<file path="src/rtl/status_out_pkg.sv">
/*
  Constants for the servo status output block: signal codes for the
  output selections, widths and reset values.
  Assumes a single control clock; no timing counts are needed.
*/
package status_out_pkg;
  // Speed values are signed, in drive speed units
  localparam int SPEED_W       = 16;
  localparam int WIDTH_W       = 16;
  localparam int WARN_SEL_W    = 4;
  localparam int WARN_SRC_W    = 16;
  localparam int SEL_W         = 3;
  localparam int TERM_N        = 4;
  localparam int SRC_N         = 8;

  // Codes for the output selection settings
  localparam logic [SEL_W-1:0] SEL_NONE   = 3'h0;
  localparam logic [SEL_W-1:0] SEL_VMATCH = 3'h1;
  localparam logic [SEL_W-1:0] SEL_WARN_A = 3'h2;
  localparam logic [SEL_W-1:0] SEL_WARN_B = 3'h3;
  localparam logic [SEL_W-1:0] SEL_PCMD   = 3'h4;
  localparam logic [SEL_W-1:0] SEL_VCLAMP = 3'h5;
  localparam logic [SEL_W-1:0] SEL_FCLR   = 3'h6;
  localparam logic [SEL_W-1:0] SEL_VCMD   = 3'h7;

  // Reset value of every status and terminal bit
  localparam logic RST_LEVEL = 1'b0;
endpackage

</file>
<file path="src/rtl/servo_status_output_logic.sv">
/*
  Servo status output logic: derives seven status flags from control
  state and settings, and routes any of them to four output terminals.
  Assumes all inputs are synchronous to ref_clk_in and that settings
  are held steady by the control firmware.
*/
// Operation
// RL1: Speed match flag set when absolute speed error is within match width.
// RL2: Each warning output follows its own warning selection setting.
// RL3: Position command output high while a positioning command is received.
// RL4: Speed clamp output high in torque mode or under speed limit.
// RL5: Fault clearable flag high when an alarm occurred or is clearable.
// RL6: Speed command output high in speed mode or with speed command.
// RL7: No terminal driven by default; routing only via four selections.
// RL8: All evaluated on control clock; all outputs inactive during reset.
`timescale 1ns/1ps
`default_nettype none
module servo_status_output_logic (
  input  wire logic                                      ref_clk_in,
  input  wire logic                                      arst_n_in,
  input  wire logic signed [status_out_pkg::SPEED_W-1:0] speed_cmd_in,
  input  wire logic signed [status_out_pkg::SPEED_W-1:0] speed_meas_in,
  input  wire logic [status_out_pkg::WIDTH_W-1:0]        speed_match_width_in,
  input  wire logic [status_out_pkg::WARN_SRC_W-1:0]     warn_cond_in,
  input  wire logic [status_out_pkg::WARN_SEL_W-1:0]     warning_select_a_in,
  input  wire logic [status_out_pkg::WARN_SEL_W-1:0]     warning_select_b_in,
  input  wire logic                                      pos_cmd_rx_in,
  input  wire logic                                      torque_mode_in,
  input  wire logic                                      speed_limit_in,
  input  wire logic                                      alarm_occurred_in,
  input  wire logic                                      alarm_clearable_in,
  input  wire logic                                      speed_mode_in,
  input  wire logic                                      speed_cmd_act_in,
  input  wire logic [status_out_pkg::SEL_W-1:0]          output_select_first_in,
  input  wire logic [status_out_pkg::SEL_W-1:0]          output_select_2_in,
  input  wire logic [status_out_pkg::SEL_W-1:0]          output_select_3_in,
  input  wire logic [status_out_pkg::SEL_W-1:0]          output_select_last_in,
  output logic                                           speed_match_flag_out,
  output logic                                           warning_out_a_out,
  output logic                                           warning_out_b_out,
  output logic                                           pos_cmd_active_out,
  output logic                                           speed_clamp_out,
  output logic                                           fault_clearable_flag_out,
  output logic                                           speed_cmd_active_out,
  output logic [status_out_pkg::TERM_N-1:0]              terminal_out
);
  import status_out_pkg::*;

  // ****************************************************************
  // State
  // ****************************************************************
  typedef struct packed {
    logic              vmatch;
    logic              warn_a;
    logic              warn_b;
    logic              pcmd;
    logic              vclamp;
    logic              fclr;
    logic              vcmd;
    logic [TERM_N-1:0] term;
  } state_t;

  state_t st;
  state_t next_st;

  logic [SPEED_W:0]       diff;
  logic [SPEED_W:0]       abs_diff;
  logic                   in_window;
  logic                   warn_a_pick;
  logic                   warn_b_pick;
  logic [SRC_N-1:0]       src;
  logic [SEL_W-1:0]       sel [TERM_N];

  // ****************************************************************
  // Speed error and condition picks
  // ****************************************************************
  // Widen before subtracting so the error never overflows
  assign diff = 17'({speed_cmd_in[SPEED_W-1], speed_cmd_in}
                  - {speed_meas_in[SPEED_W-1], speed_meas_in});
  // Two's complement negate; the widest error still fits in 17 bits
  assign abs_diff = diff[SPEED_W] ? 17'(~diff + 17'h1) : diff;
  // Window edge counts as a match, so the compare is inclusive
  assign in_window = abs_diff <= {1'h0, speed_match_width_in};

  // One picker per warning output; the 4-bit index covers all 16 bits,
  // so no setting can point past the condition vector
  assign warn_a_pick = warn_cond_in[warning_select_a_in];
  assign warn_b_pick = warn_cond_in[warning_select_b_in];

  // Selections gathered so one loop serves all four terminals
  assign sel[0] = output_select_first_in;
  assign sel[1] = output_select_2_in;
  assign sel[2] = output_select_3_in;
  assign sel[3] = output_select_last_in;

  // ****************************************************************
  // Next state
  // ****************************************************************
  // Terminals use this cycle's flags so routing adds no extra cycle
  always_comb begin
    next_st        = st;
    next_st.vmatch = in_window;                                // RL1
    next_st.warn_a = warn_a_pick;                              // RL2
    next_st.warn_b = warn_b_pick;                              // RL2
    next_st.pcmd   = pos_cmd_rx_in;                            // RL3
    next_st.vclamp = torque_mode_in | speed_limit_in;          // RL4
    next_st.fclr   = alarm_occurred_in | alarm_clearable_in;   // RL5
    next_st.vcmd   = speed_mode_in | speed_cmd_act_in;         // RL6
    src = {next_st.vcmd, next_st.fclr, next_st.vclamp, next_st.pcmd,
           next_st.warn_b, next_st.warn_a, next_st.vmatch, 1'b0};
    // Code zero selects nothing, so an unset terminal stays off
    for (int i = 0; i < TERM_N; i++) begin
      next_st.term[i] = src[sel[i]]; // RL7
    end
  end

  // Registered state, cleared under reset
  always_ff @(posedge ref_clk_in or negedge arst_n_in) begin
    if (!arst_n_in) begin
      st <= {$bits(state_t){RST_LEVEL}}; // RL8
    end else begin
      st <= next_st; // RL8
    end
  end

  assign speed_match_flag_out     = st.vmatch;
  assign warning_out_a_out        = st.warn_a;
  assign warning_out_b_out        = st.warn_b;
  assign pos_cmd_active_out       = st.pcmd;
  assign speed_clamp_out          = st.vclamp;
  assign fault_clearable_flag_out = st.fclr;
  assign speed_cmd_active_out     = st.vcmd;
  assign terminal_out             = st.term;
endmodule
`default_nettype wire

</file>
<file path="config.mk">
export PLATFORM = sky130hd
export DESIGN_NAME = servo_status_output_logic
export DESIGN_NICKNAME = d
export VERILOG_FILES = /design/src/rtl/status_out_pkg.sv /design/src/rtl/servo_status_output_logic.sv
export SDC_FILE = /design/constraint.sdc
export NUM_CORES = 1
export LEC_CHECK = 0
export BUFFER_PORTS_ARGS = -buffer_cell sky130_fd_sc_hd__buf_4
export CORE_UTILIZATION = 50
export DETAILED_ROUTE_END_ITERATION = 8
export PLACE_DENSITY_LB_ADDON = 0.2
export SYNTH_ARGS = -nofsm -noshare
export SYNTH_HDL_FRONTEND = slang
export SYNTH_SLANG_ARGS = --single-unit
export TNS_END_PERCENT = 100
</file>
<file path="constraint.sdc">
create_clock -name ref_clk_in -period 0.8 [get_ports ref_clk_in]
set_input_delay 0.08 -clock ref_clk_in [delete_from_list [all_inputs] [get_ports ref_clk_in]]
set_output_delay 0.08 -clock ref_clk_in [all_outputs]
set_load 0.01 [all_outputs]
</file>
==> flow_summary.toml, run 1 <==
[die]
pin_count = 104
die_h_um = 73.1
start_util = 0.528
die_w_um = 73.1
num_rows = 25

[global_route]
grt-ovfl-total = 155
track_usage = 0.749
grt_max_degree = 12

[placement]
portBuffers = 103
dpl.hpwl_um = 6770
place_congestion = 0.826

[clock_network]
numCtsBuffers = 3
cts_root_buf = "clkbuf_8"
cts_max_path_buffers = 2
cts_sinks = 11
htree_levels = 1

[logic_synthesis]
synthDistinctLibCells = 60
synth_edf_count = 0
synth_seq_cells = 11
yosysSeqAreaShare = 0.109
syn_inst = 283
syn_avg_cell_area_sq_um = 8.92
synthesis.nets = 410
synthesis.area_sq_um = 2520
synth_top_flop_cell = "dfrtp_1"
yosys_warnings = 0
synth_async_sr_flop_share = 1.00

[timing]
crit_endpoint = "terminal_out[1]$_DFF_PN0_/D"
endpoint_type = "register input"

[run_status]
firstError = "[ERROR GRT-0232] Routing congestion too high. Check the congestion heatmap in the GUI."
haltStage = "global routing"
status = "did not finish"
## metrics by stage
stage                     cell area [sq um]  cells  hold WS, ns  setup WS, ns
after floorplan                        2630    283       -0.216         -2.69
after global placement                 4050    528      -0.0847         -2.96
after detailed placement               4050    528      -0.0838         -3.13
after CTS                              4400    547        0.121         -2.77
## cells in the mapped netlist, types with 2 or more instances
library cell | count | area, sq um
nand2b_1 | 4 | 25.0
inv_1 | 35 | 131
o21a_1 | 7 | 52.6
or2_2 | 4 | 25.0
or3_1 | 2 | 12.5
and3_1 | 3 | 18.8
nor4_1 | 3 | 18.8
a211o_1 | 2 | 17.5
nand4_1 | 5 | 31.3
a21oi_1 | 11 | 55.1
dfrtp_1 | 11 | 275
nand2_1 | 6 | 22.5
o31ai_1 | 7 | 52.6
mux4_2 | 14 | 315
nor2b_1 | 7 | 43.8
xnor2_1 | 15 | 131
nor2_1 | 9 | 33.8
nor3b_1 | 5 | 37.5
or2_1 | 3 | 18.8
or3b_2 | 4 | 35.0
nand3_1 | 3 | 15.0
o211ai_1 | 3 | 22.5
nor3_1 | 5 | 25.0
xor2_1 | 6 | 52.6
and2_1 | 7 | 43.8
ha_1 | 33 | 413
o21ai_0 | 19 | 95.1
o211a_1 | 3 | 30.0
buf_2 | 2 | 10.0
clkbuf_1 | 3 | 11.3
mux2i_1 | 4 | 40.0
a2111oi_0 | 2 | 17.5
a21o_1 | 9 | 67.6
## cell families after synthesis
family                   share of synthesized area
AO/OA/AOI/OAI                                0.232
flip-flops                                   0.109
AND/OR/NAND/NOR                              0.202
buffers and inverters                       0.0605
multiplexers                                 0.141
XOR/XNOR                                    0.0837
adder cells (fa/ha/maj)                      0.171
## repair_timing
action / 4_1_cts
pin swaps: 32
endpoints found under the setup margin: 17
endpoints found under the hold margin: 12
gates cloned: 0
hold buffers: 2
resized for setup: 49
setup buffers: 13
## layer usage
metal,overflow,track usage
met5,0,0.0101
met4,52,0.963
met2,102,1.07
met3,0,0.409
met1,1,0.670
==> run 2, diff against run 1 <==
Settings changed: CORE_UTILIZATION 50 to 40, PLACE_DENSITY_LB_ADDON 0.2 to 0.15.
==> run 2 against run 1 <==
Net effect: the flow now finishes, with violations (setup timing); synthesized area is the same; synthesized cell count is the same.
==> flow_summary.toml, run 2 <==
[layout]
layout.cells.non_filler = 548
drive_gt1_frac = 0.548
n_antenna_cell = 0
final_util = 0.739
fillers = 422
regArea_sq_um = 275
multi_input_area_sq_um = 2320
final_nets = 601
final_cell_mix = "171 x buf_4, 32 x inv_1, 26 x ha_1, 15 x xnor2_1, 14 x mux4_2"
areaGrowthSynthToFinish_pct = 75.4
largest_register_ff_count = 4
final_common_cell = "buf_4"

[timing]
setup_violations = 18
holdWs_ns = 0.0965
slew_headroom = 0.581
period_needed_ns = 3.53
rsz0062_at_grt = "true"
post-route-period-util = 4.42
setup_ws_ns = -2.73
finalHoldViolations = 0
tightest_slew_ns = 0.624
slew_viol_final = 0
timing.fmax_mhz = 283

[flow_run]
maxCapViolations = 0

[clock_network]
htree_levels = 1
cts_sinks = 11
cts_max_path_buffers = 2
path_clk_slew_ns = 0.05
cts_root_buf = "clkbuf_8"
numCtsBuffers = 3
cts_tree = "yes"

[logic_synthesis]
synth_top_family_by_area = "compound AO/OA/AOI/OAI gates"
synth_seq_cells = 11
syn_avg_cell_area_sq_um = 8.92
synth_xor_area_frac = 0.0837
synth_mux_area_frac = 0.141
synthesis.area_sq_um = 2520
synthesis.nets = 410
synth_area_leader_cell = "ha_1"
synth_async_sr_flop_share = 1.00
synth_common_cells = "35 x inv_1, 33 x ha_1, 19 x o21ai_0"
ys_top_cells_by_area = "ha_1 16%, mux4_2 12%, dfrtp_1 11%"
synth_edf_count = 0
synth_fa_ha_area_frac = 0.171
syn_inst = 283
yosysSeqAreaShare = 0.109
synth-compound-area-share = 0.232
synthDistinctLibCells = 60
synthSimpleGateAreaFrac = 0.202
synth_top_flop_cell = "dfrtp_1"
yosys_warnings = 0
yosys.area.top_type_share = 0.164
synth.most_common_cell = "inv_1"

[power]
p_per_area_nw_per_um2 = 1190
vdd_ir_drop_max_mv = 1.47
finalPower_mw = 5.28
leakagePower_nw = 2.20

[detailed_routing]
first_pass_iters = 5
wl_um = 7510
wl_per_cell_um = 13.7
viasPerCell = 5.28
initialDrtViolationCount = 72
ant_nets = 0
vias = 2892
drc = 0

[die]
die_area_sq_um = 6630
die_w_um = 81.5
pin_count = 104
num_rows = 28
coreArea_sq_um = 5990
die_h_um = 81.5
start_util = 0.421

[critical_path]
end_kind = "flop"
criticalPathCategory = "input port to flop"
timing.critical_path.fanout_max = 8
crit_required_ns = 0.94
crit_arrival_ns = 3.68
worst_setup_path_start_kind = "input port"

[global_route]
grt_pass1_wl_um = 12300
grt_max_degree = 12
track_usage = 0.232
grt_pass1_vias = 2943
grt-ovfl-total = 0
antenna_found_initial = 0

[run_status]
violations = "setup timing"
status = "finished, violations left"

[placement]
portBuffers = 103
dpl.hpwl_um = 6050
dp_cells = 534
place_ws_ns = -3.17
place_congestion = 0.894

[min_path]
min_path_type = "input port to flop"
-- run 2: cell counts after synthesis --
No cell type changed its count.
-- run 2: layout make-up --
type	count	area share
Clock buffer	4	0.0102
Tap cell	75	0.0212
Inverter	35	0.0325
Multi-Input combinational cell	232	0.524
Sequential cell	11	0.0621
Timing Repair Buffer	191	0.350
-- run 2: per-stage QoR --
stage / cell area, sq um / TNS [ns]
2_1_floorplan: 2630 / -14.14
3_3_place_gp: 4050 / -16.05
3_5_place_dp: 4050 / -16.69
4_1_cts: 4290 / -13.95
5_1_grt: 4430 / -15.09
6_report: 4430 / -14.06
-- run 2: logic make-up (layout without fill, tap and decap cells) --
kind of cell | count (synthesis) | count (layout)
adders and majority gates | 34 | 34
muxes | 18 | 18
xor gates and xnor gates | 22 | 22
DFF | 11 | 11
buffers and inverters | 40 | 230
AOI/OAI and AO/OA | 80 | 80
and+or+nand+nor | 78 | 78
-- run 2: power by group --
| part | leakage (nW) | internal [mW] | total [mW] | switching [mW] |
|---|---|---|---|---|
| Sequential | 0.123 | 0.639 | 0.677 | 0.0381 |
| Clock | 0.0228 | 0.350 | 0.564 | 0.214 |
| Combinational | 2.05 | 2.28 | 4.04 | 1.76 |
| Total | 2.20 | 3.27 | 5.28 | 2.02 |
-- run 2: critical path, cell delays in order --
cell,delay [ns]
buf_8,0.11
inv_12,0.04
ha_4,0.12
fa_2,0.23
nor2b_4,0.06
o31a_4,0.31
o211a_1,0.23
or2_1,0.23
nand4_1,0.09
a41o_2,0.25
clkbuf_16,0.16
buf_4,0.10
o31ai_2,0.06
xnor2_1,0.19
ha_1,0.28
a21o_1,0.16
a21o_1,0.21
a2111oi_4,0.40
nor2_4,0.09
o31ai_2,0.26
-- run 2: repair_timing --
| item | in CTS | in global routing |
|---|---|---|
| gates resized for setup | 36 | 23 |
| buffers inserted | 4 | 3 |
| pin swaps | 14 | 10 |
| hold buffers | 2 | 0 |
| endpoints found under the setup margin | 18 | 18 |
| hold endpoints to repair | 12 | 0 |
| gates cloned | 0 | 1 |
-- run 2: worst paths after layout --
check	start	to	slack (ns)	cells after the start
setup / recovery	speed_cmd_in[0]	terminal_out[3]	-2.73	20
hold / removal	torque_mode_in	speed_clamp_out	0.1	2
min in group asynchronous	arst_n_in	speed_cmd_active_out	0.21	2
max in group asynchronous	arst_n_in	speed_match_flag_out	0.45	2
-- run 2: metal layers --
metal,up-vias,GRT usage,wire [um]
met3,19,0.0156,273
met5,-,0,0
li1,1442,-,-
met1,1338,0.257,2980
met2,93,0.460,4090
met4,0,0.0768,163
Note: power is estimated with default switching activity, not from simulation.
